<file path="src/gpp_pkg.sv">
`default_nettype none
package gpp_pkg;
   localparam int unsigned ADDR_W = 8;
   localparam int unsigned DATA_W = 32;
   // register byte offsets
   localparam logic [ADDR_W-1:0] OFS_FSEL      = 8'h00;
   localparam logic [ADDR_W-1:0] OFS_FSEL_SET  = 8'h04;
   localparam logic [ADDR_W-1:0] OFS_FSEL_CLR  = 8'h08;
   localparam logic [ADDR_W-1:0] OFS_OE        = 8'h0c;
   localparam logic [ADDR_W-1:0] OFS_OE_SET    = 8'h10;
   localparam logic [ADDR_W-1:0] OFS_OE_CLR    = 8'h14;
   localparam logic [ADDR_W-1:0] OFS_OUT       = 8'h18;
   localparam logic [ADDR_W-1:0] OFS_OUT_SET   = 8'h1c;
   localparam logic [ADDR_W-1:0] OFS_OUT_CLR   = 8'h20;
   localparam logic [ADDR_W-1:0] OFS_IN        = 8'h24;
   localparam logic [ADDR_W-1:0] OFS_MODE      = 8'h28;
   localparam logic [ADDR_W-1:0] OFS_POL       = 8'h2c;
   localparam logic [ADDR_W-1:0] OFS_INCON     = 8'h30;
   localparam logic [ADDR_W-1:0] OFS_IEN       = 8'h34;
   localparam logic [ADDR_W-1:0] OFS_IEN_SET   = 8'h38;
   localparam logic [ADDR_W-1:0] OFS_IEN_CLR   = 8'h3c;
   localparam logic [ADDR_W-1:0] OFS_PEND      = 8'h40;
   localparam logic [ADDR_W-1:0] OFS_PEND_CLR  = 8'h48;
   localparam logic [ADDR_W-1:0] OFS_WAKE      = 8'h4c;
   localparam logic [ADDR_W-1:0] OFS_WAKE_SET  = 8'h50;
   localparam logic [ADDR_W-1:0] OFS_WAKE_CLR  = 8'h54;
   localparam logic [ADDR_W-1:0] OFS_DUAL      = 8'h5c;
   // reset values
   localparam logic [DATA_W-1:0] RST_ONES      = 32'hffffffff;
   localparam logic [DATA_W-1:0] RST_ZERO      = 32'h00000000;
endpackage : gpp_pkg
`default_nettype wire

</file>
<file path="src/gpp_port.sv">
// Operation
// - function select never touches input or irq path
// - function select resets to all ones
// - function select set alias sets ones
// - function select clear alias clears ones
// - output enable bit drives pin
// - output enable set alias sets ones
// - output enable clear alias clears ones
// - output data drives level, resets zero
// - output data set alias sets ones
// - output data clear alias clears ones
// - input reads pin only when connected
// - input connect gates readback, resets ones
// - mode bit picks level or edge
// - level polarity selects low or high
// - edge polarity selects falling or rising
// - enable gates request, keeps pending status
// - irq enable set alias sets ones
// - irq enable clear alias clears ones
// - pending status reads one when pending
// - write one to clear pending bit
// - wake enable marks pin as wake source
// - wake enable set alias sets ones
// - status set regardless of enable, irq gated
// - clearing pending re-arms edge detector
// - dual edge triggers both edges
// - wake only from edge events
//
// Decided for this implementation: the Wishbone slave port.
`default_nettype none
module gpp_port
   import gpp_pkg::*;
#(
   parameter int unsigned PINS = 32
) (
   input  wire logic                      clk_i,
   input  wire logic                      rst_i,
   input  wire logic                      wb_cyc_i,
   input  wire logic                      wb_stb_i,
   input  wire logic                      wb_we_i,
   input  wire logic [gpp_pkg::ADDR_W-1:0] wb_adr_i,
   input  wire logic [3:0]                wb_sel_i,
   input  wire logic [gpp_pkg::DATA_W-1:0] wb_dat_i,
   output logic      [gpp_pkg::DATA_W-1:0] wb_dat_o,
   output logic                           wb_ack_o,
   input  wire logic [PINS-1:0]           pin_in_i,
   output logic      [PINS-1:0]           pin_out_o,
   output logic      [PINS-1:0]           pin_oe_o,
   output logic      [PINS-1:0]           function_select_o,
   output logic                           irq_o,
   output logic      [PINS-1:0]           wake_event_o
);
   import gpp_pkg::*;

   initial begin
      if (PINS == 0 || PINS > DATA_W) begin
         $error("gpp_port: PINS must be 1..32");
      end
   end

   ////////////////////////////////////////////////////////////////////////
   // bus decode
   logic              ack_reg;
   logic [DATA_W-1:0] rdat_reg;
   logic [DATA_W-1:0] wmask;
   wire               acc   = wb_cyc_i & wb_stb_i & ~ack_reg;
   wire               wr    = acc & wb_we_i;
   wire  [DATA_W-1:0] wdat  = wb_dat_i & wmask;

   always_comb begin
      for (int b = 0; b < 4; b++) begin
         wmask[b*8 +: 8] = {8{wb_sel_i[b]}};
      end
   end

   function automatic logic hit(input logic [ADDR_W-1:0] a, input logic [ADDR_W-1:0] o);
      hit = (a[ADDR_W-1:2] == o[ADDR_W-1:2]);
   endfunction : hit

   // byte lanes not selected are left alone
   function automatic logic [PINS-1:0] upd(input logic [PINS-1:0] cur,
                                           input logic            w_plain,
                                           input logic            w_set,
                                           input logic            w_clr,
                                           input logic [PINS-1:0] d,
                                           input logic [PINS-1:0] m);
      logic [PINS-1:0] v;
      v = cur;
      if (w_plain) begin
         v = (cur & ~m) | (d & m);
      end
      if (w_set) begin
         v = v | d;
      end
      if (w_clr) begin
         v = v & ~d;
      end
      upd = v;
   endfunction : upd

   wire [PINS-1:0] wd = wdat[PINS-1:0];
   wire [PINS-1:0] wm = wmask[PINS-1:0];

   ////////////////////////////////////////////////////////////////////////
   // write strobes, one per writable register or alias
   // low address bits are ignored, so a byte offset inside a word hits that word
   // function select
   wire wr_fsel     = wr & hit(wb_adr_i, OFS_FSEL);
   wire wr_fsel_set = wr & hit(wb_adr_i, OFS_FSEL_SET);
   wire wr_fsel_clr = wr & hit(wb_adr_i, OFS_FSEL_CLR);
   // output enable and output data
   wire wr_oe       = wr & hit(wb_adr_i, OFS_OE);
   wire wr_oe_set   = wr & hit(wb_adr_i, OFS_OE_SET);
   wire wr_oe_clr   = wr & hit(wb_adr_i, OFS_OE_CLR);
   wire wr_out      = wr & hit(wb_adr_i, OFS_OUT);
   wire wr_out_set  = wr & hit(wb_adr_i, OFS_OUT_SET);
   wire wr_out_clr  = wr & hit(wb_adr_i, OFS_OUT_CLR);
   // input and interrupt configuration
   wire wr_mode     = wr & hit(wb_adr_i, OFS_MODE);
   wire wr_pol      = wr & hit(wb_adr_i, OFS_POL);
   wire wr_incon    = wr & hit(wb_adr_i, OFS_INCON);
   wire wr_ien      = wr & hit(wb_adr_i, OFS_IEN);
   wire wr_ien_set  = wr & hit(wb_adr_i, OFS_IEN_SET);
   wire wr_ien_clr  = wr & hit(wb_adr_i, OFS_IEN_CLR);
   wire wr_pend_clr = wr & hit(wb_adr_i, OFS_PEND_CLR);
   // wake and dual edge
   wire wr_wake     = wr & hit(wb_adr_i, OFS_WAKE);
   wire wr_wake_set = wr & hit(wb_adr_i, OFS_WAKE_SET);
   wire wr_wake_clr = wr & hit(wb_adr_i, OFS_WAKE_CLR);
   wire wr_dual     = wr & hit(wb_adr_i, OFS_DUAL);

   ////////////////////////////////////////////////////////////////////////
   // configuration registers
   logic [PINS-1:0] fsel_reg;
   logic [PINS-1:0] oe_reg;
   logic [PINS-1:0] out_reg;
   logic [PINS-1:0] mode_reg;
   logic [PINS-1:0] pol_reg;
   logic [PINS-1:0] incon_reg;
   logic [PINS-1:0] ien_reg;
   logic [PINS-1:0] wake_reg;
   logic [PINS-1:0] dual_reg;
   logic [PINS-1:0] pend_reg;
   logic [PINS-1:0] fsel_next;
   logic [PINS-1:0] oe_next;
   logic [PINS-1:0] out_next;
   logic [PINS-1:0] mode_next;
   logic [PINS-1:0] pol_next;
   logic [PINS-1:0] incon_next;
   logic [PINS-1:0] ien_next;
   logic [PINS-1:0] wake_next;
   logic [PINS-1:0] dual_next;
   logic [PINS-1:0] pend_next;

   // plain writes honour byte lanes; aliases act only on written ones
   assign fsel_next  = upd(fsel_reg, wr_fsel, wr_fsel_set, wr_fsel_clr, wd, wm);
   assign oe_next    = upd(oe_reg, wr_oe, wr_oe_set, wr_oe_clr, wd, wm);
   assign out_next   = upd(out_reg, wr_out, wr_out_set, wr_out_clr, wd, wm);
   assign mode_next  = upd(mode_reg, wr_mode, 1'b0, 1'b0, wd, wm);
   assign pol_next   = upd(pol_reg, wr_pol, 1'b0, 1'b0, wd, wm);
   assign incon_next = upd(incon_reg, wr_incon, 1'b0, 1'b0, wd, wm);
   assign ien_next   = upd(ien_reg, wr_ien, wr_ien_set, wr_ien_clr, wd, wm);
   assign wake_next  = upd(wake_reg, wr_wake, wr_wake_set, wr_wake_clr, wd, wm);
   assign dual_next  = upd(dual_reg, wr_dual, 1'b0, 1'b0, wd, wm);

   always_ff @(posedge clk_i) begin
      if (rst_i) begin
         fsel_reg <= RST_ONES[PINS-1:0];
      end else begin
         fsel_reg <= fsel_next;
      end
   end

   always_ff @(posedge clk_i) begin
      if (rst_i) begin
         oe_reg <= RST_ZERO[PINS-1:0];
      end else begin
         oe_reg <= oe_next;
      end
   end

   always_ff @(posedge clk_i) begin
      if (rst_i) begin
         out_reg <= RST_ZERO[PINS-1:0];
      end else begin
         out_reg <= out_next;
      end
   end

   always_ff @(posedge clk_i) begin
      if (rst_i) begin
         mode_reg <= RST_ZERO[PINS-1:0];
      end else begin
         mode_reg <= mode_next;
      end
   end

   always_ff @(posedge clk_i) begin
      if (rst_i) begin
         pol_reg <= RST_ZERO[PINS-1:0];
      end else begin
         pol_reg <= pol_next;
      end
   end

   always_ff @(posedge clk_i) begin
      if (rst_i) begin
         incon_reg <= RST_ONES[PINS-1:0];
      end else begin
         incon_reg <= incon_next;
      end
   end

   always_ff @(posedge clk_i) begin
      if (rst_i) begin
         ien_reg <= RST_ZERO[PINS-1:0];
      end else begin
         ien_reg <= ien_next;
      end
   end

   always_ff @(posedge clk_i) begin
      if (rst_i) begin
         wake_reg <= RST_ZERO[PINS-1:0];
      end else begin
         wake_reg <= wake_next;
      end
   end

   always_ff @(posedge clk_i) begin
      if (rst_i) begin
         dual_reg <= RST_ZERO[PINS-1:0];
      end else begin
         dual_reg <= dual_next;
      end
   end

   ////////////////////////////////////////////////////////////////////////
   // input synchroniser and event detection
   // pins may be asynchronous; the detectors read only sync2 and its delayed copy prev_reg
   logic [PINS-1:0] sync1_reg;
   logic [PINS-1:0] sync2_reg;
   logic [PINS-1:0] prev_reg;
   logic [PINS-1:0] armed_reg;
   logic [PINS-1:0] armed_next;
   logic [PINS-1:0] trig;
   logic [PINS-1:0] edge_hit;
   wire  [PINS-1:0] clr_w = wr_pend_clr ? wd : '0;

   always_ff @(posedge clk_i) begin
      if (rst_i) begin
         sync1_reg <= RST_ZERO[PINS-1:0];
         sync2_reg <= RST_ZERO[PINS-1:0];
         prev_reg  <= RST_ZERO[PINS-1:0];
      end else begin
         sync1_reg <= pin_in_i;
         sync2_reg <= sync1_reg;
         prev_reg  <= sync2_reg;
      end
   end

   // detection uses the synchronised pin, not function select or output state
   generate
      for (genvar p = 0; p < PINS; p++) begin : g_det
         wire rise = sync2_reg[p] & ~prev_reg[p];
         wire fall = ~sync2_reg[p] & prev_reg[p];
         wire lvl  = pol_reg[p] ? sync2_reg[p] : ~sync2_reg[p];
         wire edg  = dual_reg[p] ? (rise | fall) : (pol_reg[p] ? rise : fall);
         assign edge_hit[p] = edg & armed_reg[p];
         assign trig[p]     = mode_reg[p] ? edge_hit[p] : lvl;
         // once an edge is caught the detector waits for a clear
         assign armed_next[p] = clr_w[p] ? 1'b1 : (edge_hit[p] & mode_reg[p] ? 1'b0 : armed_reg[p]);
      end
   endgenerate

   // set wins over clear; status records the event regardless of enable
   assign pend_next = (pend_reg & ~clr_w) | trig;

   // level mode re-sets pending every cycle while the level holds
   always_ff @(posedge clk_i) begin
      if (rst_i) begin
         pend_reg <= RST_ZERO[PINS-1:0];
      end else begin
         pend_reg <= pend_next;
      end
   end

   always_ff @(posedge clk_i) begin
      if (rst_i) begin
         armed_reg <= RST_ONES[PINS-1:0];
      end else begin
         armed_reg <= armed_next;
      end
   end

   ////////////////////////////////////////////////////////////////////////
   // read mux
   logic [PINS-1:0] rsel;
   wire  [PINS-1:0] in_lvl = sync2_reg & incon_reg;

   // read strobes; aliases have none, so reading them touches nothing
   wire rd_fsel  = hit(wb_adr_i, OFS_FSEL);
   wire rd_oe    = hit(wb_adr_i, OFS_OE);
   wire rd_out   = hit(wb_adr_i, OFS_OUT);
   wire rd_in    = hit(wb_adr_i, OFS_IN);
   wire rd_mode  = hit(wb_adr_i, OFS_MODE);
   wire rd_pol   = hit(wb_adr_i, OFS_POL);
   wire rd_incon = hit(wb_adr_i, OFS_INCON);
   wire rd_ien   = hit(wb_adr_i, OFS_IEN);
   wire rd_pend  = hit(wb_adr_i, OFS_PEND);
   wire rd_wake  = hit(wb_adr_i, OFS_WAKE);
   wire rd_dual  = hit(wb_adr_i, OFS_DUAL);

   always_comb begin
      rsel = '0;  // aliases and unmapped read zero
      if (rd_fsel)  rsel = fsel_reg;
      if (rd_oe)    rsel = oe_reg;
      if (rd_out)   rsel = out_reg;
      if (rd_in)    rsel = in_lvl;
      if (rd_mode)  rsel = mode_reg;
      if (rd_pol)   rsel = pol_reg;
      if (rd_incon) rsel = incon_reg;
      if (rd_ien)   rsel = ien_reg;
      if (rd_pend)  rsel = pend_reg;
      if (rd_wake)  rsel = wake_reg;
      if (rd_dual)  rsel = dual_reg;
   end

   // ack_reg blocks a second take, so every request gets one pulse
   always_ff @(posedge clk_i) begin
      if (rst_i) begin
         ack_reg <= 1'b0;
      end else begin
         ack_reg <= acc;
      end
   end

   // data is zero outside ack so a stray sample shows nothing stale
   always_ff @(posedge clk_i) begin
      if (rst_i) begin
         rdat_reg <= RST_ZERO;
      end else begin
         rdat_reg <= (acc & ~wb_we_i) ? DATA_W'(rsel) : RST_ZERO;
      end
   end

   ////////////////////////////////////////////////////////////////////////
   // outputs
   logic            irq_reg;
   logic [PINS-1:0] wake_reg_o;

   always_ff @(posedge clk_i) begin
      if (rst_i) begin
         irq_reg <= 1'b0;
      end else begin
         irq_reg <= |(pend_reg & ien_reg);
      end
   end

   // level events never wake: they need the clock running
   always_ff @(posedge clk_i) begin
      if (rst_i) begin
         wake_reg_o <= RST_ZERO[PINS-1:0];
      end else begin
         wake_reg_o <= wake_reg & mode_reg & pend_reg;
      end
   end

   assign wb_ack_o          = ack_reg;
   assign wb_dat_o          = rdat_reg;
   assign pin_oe_o          = oe_reg;
   assign pin_out_o         = out_reg & oe_reg;
   assign function_select_o = fsel_reg;
   assign irq_o             = irq_reg;
   assign wake_event_o      = wake_reg_o;
endmodule : gpp_port
`default_nettype wire

</file>
<file path="config.mk">
export PLATFORM = sky130hd
export DESIGN_NAME = gpp_port
export DESIGN_NICKNAME = d
export VERILOG_FILES = /design/src/gpp_pkg.sv /design/src/gpp_port.sv
export SDC_FILE = /design/constraint.sdc
export NUM_CORES = 1
export LEC_CHECK = 0
export BUFFER_PORTS_ARGS = -buffer_cell sky130_fd_sc_hd__buf_2
export CORE_ASPECT_RATIO = 0.5
export CORE_MARGIN = 5
export CORE_UTILIZATION = 30
export CTS_CLUSTER_SIZE = 8
export DETAILED_ROUTE_END_ITERATION = 16
export HOLD_SLACK_MARGIN = 0.1
export PLACE_DENSITY = 0.46
export SETUP_SLACK_MARGIN = 0.1
export SLEW_MARGIN = 20
export SYNTH_ARGS = -nofsm -noshare
export SYNTH_HDL_FRONTEND = slang
export SYNTH_SLANG_ARGS = --single-unit
</file>
<file path="constraint.sdc">
create_clock -name clk_i -period 2.4 [get_ports clk_i]
set_input_delay 0.12 -clock clk_i [delete_from_list [all_inputs] [get_ports clk_i]]
set_output_delay 0.12 -clock clk_i [all_outputs]
set_load 0.005 [all_outputs]
</file>
==> results of run 1 <==
==> per-stage QoR <==
stage                     hold WS, ps  utilization (%)  std cells  power, mW  area (um^2)
after floorplan                 238.1                -       2660      9.566        23510
after global placement          330.3            34.06       3839      10.07        26390
after detailed placement        335.6            34.06       3839      10.08        26390
after CTS                       144.6            37.58       3993      19.71        29120
after global routing            197.5            37.65       3997      20.17        29170
final                           187.5            37.65       3998      19.51        29170
==> how the worst max path moves through the flow <==
| stage | startpoint | endpoint | slack [ps] | cells past startpoint |
|---|---|---|---|---|
| 6_report | wb_ack_o | register | 210 | 7 |
| 5_1_grt | wb_ack_o | pin_oe_o[13] | 130 | 7 |
| 4_1_cts | wb_ack_o | ien_reg[12] | 130 | 6 |
| 3_5_place_dp | wb_adr_i[2] | ien_reg[26] | 30 | 8 |
| 3_3_place_gp | wb_adr_i[2] | ien_reg[8] | -1 | 8 |
| 2_1_floorplan | wb_ack_o | pin_oe_o[0] | 570 | 5 |
==> worst reg2reg max path: stages (launching register included) <==
cell and delay [ps]:
dfxtp_1 340, nand4b_4 320, buf_4 240, nor4_2 340
buf_4 220, nand2_1 350, nand2_1 180, a21oi_1 70
==> per-layer routing <==
metal	wire, um	global-route usage (%)	share of wire [%]
met1	43470	30.48	46
met2	43340	34.89	45
met3	5681	3.275	6.0
met4	2878	6.892	3.0
met5	0	0	0
==> power groups by stage <==
| stage | Combinational, mW | Clock [mW] | Sequential, mW |
|---|---|---|---|
| 5_1_grt | 1.27 | 10.0 | 8.86 |
| 4_1_cts | 1.15 | 9.71 | 8.85 |
| 2_1_floorplan | 0.625 | 0 | 8.94 |
| 3_5_place_dp | 1.06 | 0 | 9.02 |
| 6_report | 1.16 | 9.49 | 8.86 |
| 3_3_place_gp | 1.05 | 0 | 9.02 |
==> repair_timing <==
item / 4_1_cts / 5_1_grt
endpoints found under the setup margin: 1 / 48
buffers inserted: 0 / 3
hold buffers: 73 / 0
gates cloned: 0 / 0
hold endpoints to repair: 343 / 0
gates resized for setup: 1 / 5
==> kinds of logic after synthesis <==
| logic type | count (synthesis) | share of synthesized area [%] |
|---|---|---|
| compound gates | 928 | 27.72 |
| simple gates | 799 | 17.30 |
| fa+ha+maj | 64 | 3.407 |
| buf+inv | 290 | 5.020 |
| xor+xnor | 32 | 1.192 |
| mux | 33 | 1.581 |
| flops | 514 | 43.78 |
==> cell usage in the layout (no fill, tap or decap), drive strengths merged, types with 62 or more instances in the layout <==
master	instances
nand2	361
ha	64
and2	62
nand3	85
inv	82
dlygate4sd3	73
a21oi	185
nor2b	65
o21ai	181
clkbuf	79
buf	355
o211ai	84
dfxtp	514
nor2	101
==> area by class of cell <==
| type | instances | area [um^2] | share of cell area [%] |
|---|---|---|---|
| clock inverter | 2 | 17.52 | 0.06005 |
| multi-input combinational | 1856 | 12120 | 41.56 |
| clock buffer | 79 | 1977 | 6.777 |
| tap | 1036 | 1296 | 4.444 |
| sequential | 514 | 10290 | 35.28 |
| antenna | 2 | 5.005 | 0.01716 |
| inverter | 81 | 304.0 | 1.042 |
| timing repair buffer | 428 | 3156 | 10.82 |
==> impl_metrics.ini, run 1 <==
[run_status]
status = complete, no violations

[cells_and_area]
nFillCells = 7890
drive_gt1_share_pct = 17.53
syn_to_final_growth_pct = 24.10
nets = 3100

[setup_path]
crit_family = simple AND/OR/NAND/NOR gates
arrival_ps = 2670
required_ps = 2880
startpoint_type = register
crit_type = reg2reg
critPathCaptureType = register
reg2reg_from = wb_ack_o
cp_slowest_stage_delay_ps = 350
cp_slowest_cell = nand2_1
crit_chain = nand4b_4, buf_4, nor4_2, buf_4, nand2_1, nand2_1, a21oi_1
crit_buf_inv = 2
r2r_slack_ps = 210
critPathMaxFanout = 8
worst_r2r_path_depth = 7

[floorplanning]
row_count = 72
pin_count = 243
coreArea_um2 = 77470
die_width_um = 405.9
die-height_um = 207.9
die-area_um2 = 84390
initial_core_util_pct = 30.34

[clocking]
clk_path_buf_depth = 3
h-tree-depth = 3
cts_buffers = 74
clk_pin_slew_worst_paths_ps = 50
clock_sinks = 514
clock_latency_ps = 610
cts-root-buf = clkbuf_16
cts_tree = done

[synthesis]
synth_area_leaders = dfxtp_1, nand2_1, a21oi_1, o21ai_0, ha_1
synth_top_area_share_pct = 43.78
synth_edf_count = 0
seq_area_frac_synth_pct = 43.78
synth-seq-cells = 514
synth_common_cells = dfxtp_1, nand2_1, a21oi_1, o21ai_0, clkbuf_1
synth_top_area_cell = dfxtp_1
synth_ff_type = dfxtp_1
synthCells = 2660
synth.most_common_cell = dfxtp_1
syn_area_um2 = 23510
synth_nets = 2805
ys_warn_count = 0
syn_area_per_cell_um2 = 8.836
synth.distinct_cells = 68
async_flop_share_pct = 0

[worst_hold_path]
holdPathStages = 6
worstHoldEndpoint = wb_dat_o[0]
hp-class = in2reg
hp-start = wb_cyc_i

[power]
p_int_mw = 14.86
pwr-share-seq_pct = 45.4
switching_power_mw = 4.654
vdd_drop_max_mv = 0.4226
swShare_pct = 23.85
p_comb_share_pct = 6.0
clock_power_share_pct = 48.6
p_leak_nw = 10.84
power_density_nw_per_um2 = 668.9

[timing]
setup_ws_ps = 206.5
layout_min_cycle_time_ps = 2193
finClkSkew_ps = 12.25
tns_ps = 0
worst_pin_slew_ps = 850.2
hold_viol_final = 0
final_max_slew_viol_count = 0
finalSetupViolations = 0
rsz0062_at_grt = no
fin_crit_sh_pct = 91.39
max_freq_ghz = 0.4559
slew_headroom_pct = 43.32

[drt]
firstDrtPassIters = 6
post_drt_wl_per_cell_um = 23.85
drt_iter0_drc = 2130
ant_nets = 0
routed_wl_um = 95370
avgViaCountPerCell = 5.598
route.vias.total = 22380
drc_errors = 0

[place]
place_hpwl_um = 65290
pre_cts_ws_ps = 31.03
place.gp.congestion = 0.8389
io_buffers = 240

[global_routing]
grt_pass1_wl_um = 142100
grt_pass1_vias = 21450
grt_start_max_net_pins = 106
grt_antenna_before_repair = 3
grt_usage_pct = 21.87
grt-ovfl-total = 0

[run]
drv_cap = 0
Note: power is estimated with default switching activity, not from simulation.
==> run 2: changes to the inputs <==
--- a/config.mk
+++ b/config.mk
@@ -9,6 +9,7 @@
 export CORE_ASPECT_RATIO = 0.5
 export CORE_MARGIN = 5
 export CORE_UTILIZATION = 30
+export CTS_BUF_LIST = sky130_fd_sc_hd__clkbuf_4 sky130_fd_sc_hd__clkbuf_8
 export CTS_CLUSTER_SIZE = 8
 export DETAILED_ROUTE_END_ITERATION = 16
 export HOLD_SLACK_MARGIN = 0.1
==> run 2 against run 1 <==
Clock power fell by 18%; core utilization fell by 0.30 points; clock skew rose by 9.5 ps; register-to-register slack barely moved; maximum frequency fell by 1.6%; critical path depth rose by 2; sequential power barely moved; highest routed layer unchanged.
==> impl_metrics.ini, run 2 (synthesis results as in run 1) <==
[cells_and_area]
drive_gt1_share_pct = 19.03
antenna_cells = 0
final_cells = 4068
nets = 3123
syn_to_final_growth_pct = 23.10
layout_common_cells = dfxtp_1, nand2_1, buf_2
nFillCells = 7957
final_common_cell = dfxtp_1

[drt]
ant_nets = 0
post_drt_wl_per_cell_um = 23.43
drc_errors = 0
routed_wl_um = 95310
firstDrtPassIters = 6
drt_iter0_drc = 2142
route.vias.total = 22490
avgViaCountPerCell = 5.528

[timing]
timing.hold.ws_ps = 164.4
fin_crit_sh_pct = 92.88
max_freq_ghz = 0.4486
slew_headroom_pct = 46.29
layout_min_cycle_time_ps = 2229
worst_pin_slew_ps = 805.7
rsz0062_at_grt = no
finalSetupViolations = 0
tns_ps = 0
finClkSkew_ps = 21.75
final_max_slew_viol_count = 0
hold_viol_final = 0

[setup_path]
critPathCaptureType = register
crit_type = in2reg
cp_slowest_stage_delay_ps = 770
cpMostUsedCell = buf_12
required_ps = 2970
critPathMaxFanout = 27
crit_family = buffers and inverters
worst_r2r_path_depth = 7
r2r_slack_ps = 200
startpoint_type = input port
crit_buf_inv = 4
crit_chain = dlygate4sd3_1, buf_2, or4b_1, nor2_4, buf_12, buf_12, a32o_1, a211oi_1, a31oi_1
reg2reg_from = wb_ack_o
cp_slowest_cell = or4b_1
arrival_ps = 2800

[floorplanning]
pin_count = 243
die-area_um2 = 84390
die-height_um = 207.9
coreArea_um2 = 77470
initial_core_util_pct = 30.34
die_width_um = 405.9
row_count = 72

[worst_hold_path]
hp-start = wb_adr_i[2]
holdPathStages = 6
worstHoldEndpoint = wb_dat_o[15]
hp-class = in2reg

[clocking]
cts_buffers = 83
clk_pin_slew_worst_paths_ps = 70
clock_sinks = 514
h-tree-depth = 3
cts-root-buf = clkbuf_8
clock_latency_ps = 700
clk_path_buf_depth = 3
cts_tree = done

[place]
place_hpwl_um = 65290
place.gp.congestion = 0.8389
io_buffers = 240
place_inst = 3839

[global_routing]
grt_start_max_net_pins = 106
grt-ovfl-total = 0
grt_usage_pct = 21.87
grt_antenna_before_repair = 2
grt_pass1_wl_um = 142200
grt_pass1_vias = 21600

[power]
power_density_nw_per_um2 = 615.7
vdd_drop_max_mv = 0.2715
p_leak_nw = 10.80

[run_status]
status = complete, no violations

[run]
drv_cap = 0
[run 2: worst register-to-register path, cell delays in order, from the launching register on]
cell      delay, ps
dfxtp_1         340
nand4b_4        320
buf_4           230
nor4_2          330
buf_4           220
nand2_1         360
nand2_1         180
a21oi_1          70
[run 2: metal layers]
| metal | vias to the layer above | part of all wire, % | track usage, % |
|---|---|---|---|
| met1 | 11070 | 46 | 30.48 |
| met5 | - | 0 | 0 |
| met2 | 783 | 45 | 34.57 |
| met4 | 0 | 3.1 | 7.455 |
| li1 | 10450 | - | - |
| met3 | 178 | 5.9 | 3.329 |
[run 2: how the worst max path moves through the flow]
stage                           start            to  slack [ps]  cells past startpoint
after floorplan              wb_ack_o   pin_oe_o[0]         570                      5
after global placement    wb_adr_i[2]    ien_reg[8]          -1                      8
after detailed placement  wb_adr_i[2]   ien_reg[26]          30                      8
after CTS                    wb_ack_o   ien_reg[12]         100                      6
after global routing         wb_ack_o  wake_reg[14]         100                      7
final                     wb_adr_i[4]  wb_dat_o[22]         170                      9
[run 2: through the flow]
stage | utilization (%) | area (um^2) | setup slack, ps | power (mW)
finish | 37.35 | 28930 | 171.0 | 17.81
global route | 37.35 | 28930 | 100.9 | 18.49
CTS | 37.28 | 28880 | 103.8 | 18.01
detailed placement | 34.06 | 26390 | 31.03 | 10.08
global placement | 34.06 | 26390 | -1.010 | 10.07
floorplan | - | 23510 | 570.9 | 9.566
[run 2: area by class of cell]
class                           count  area (um^2)  area share, %
Clock buffer                      134         1600          5.531
Clock inverter                      5        30.03         0.1038
Inverter                           81        304.0          1.051
Multi-Input combinational cell   1856        12120          41.89
Sequential cell                   514        10290          35.56
Tap cell                         1036         1296          4.480
Timing Repair Buffer              442         3293          11.38
[run 2: timing repair]
action,CTS,global route
hold endpoints to repair,429,0
pin swaps,0,1
endpoints found under the setup margin,14,59
hold buffers,86,0
resized for setup,1,4
buffers inserted,0,4
[run 2: where the power goes]
part | internal [mW] | total [mW] | switching, mW
logic | 0.453 | 1.18 | 0.727
registers | 8.67 | 8.84 | 0.170
clock network | 4.17 | 7.79 | 3.62
total | 13.3 | 17.8 | 4.52
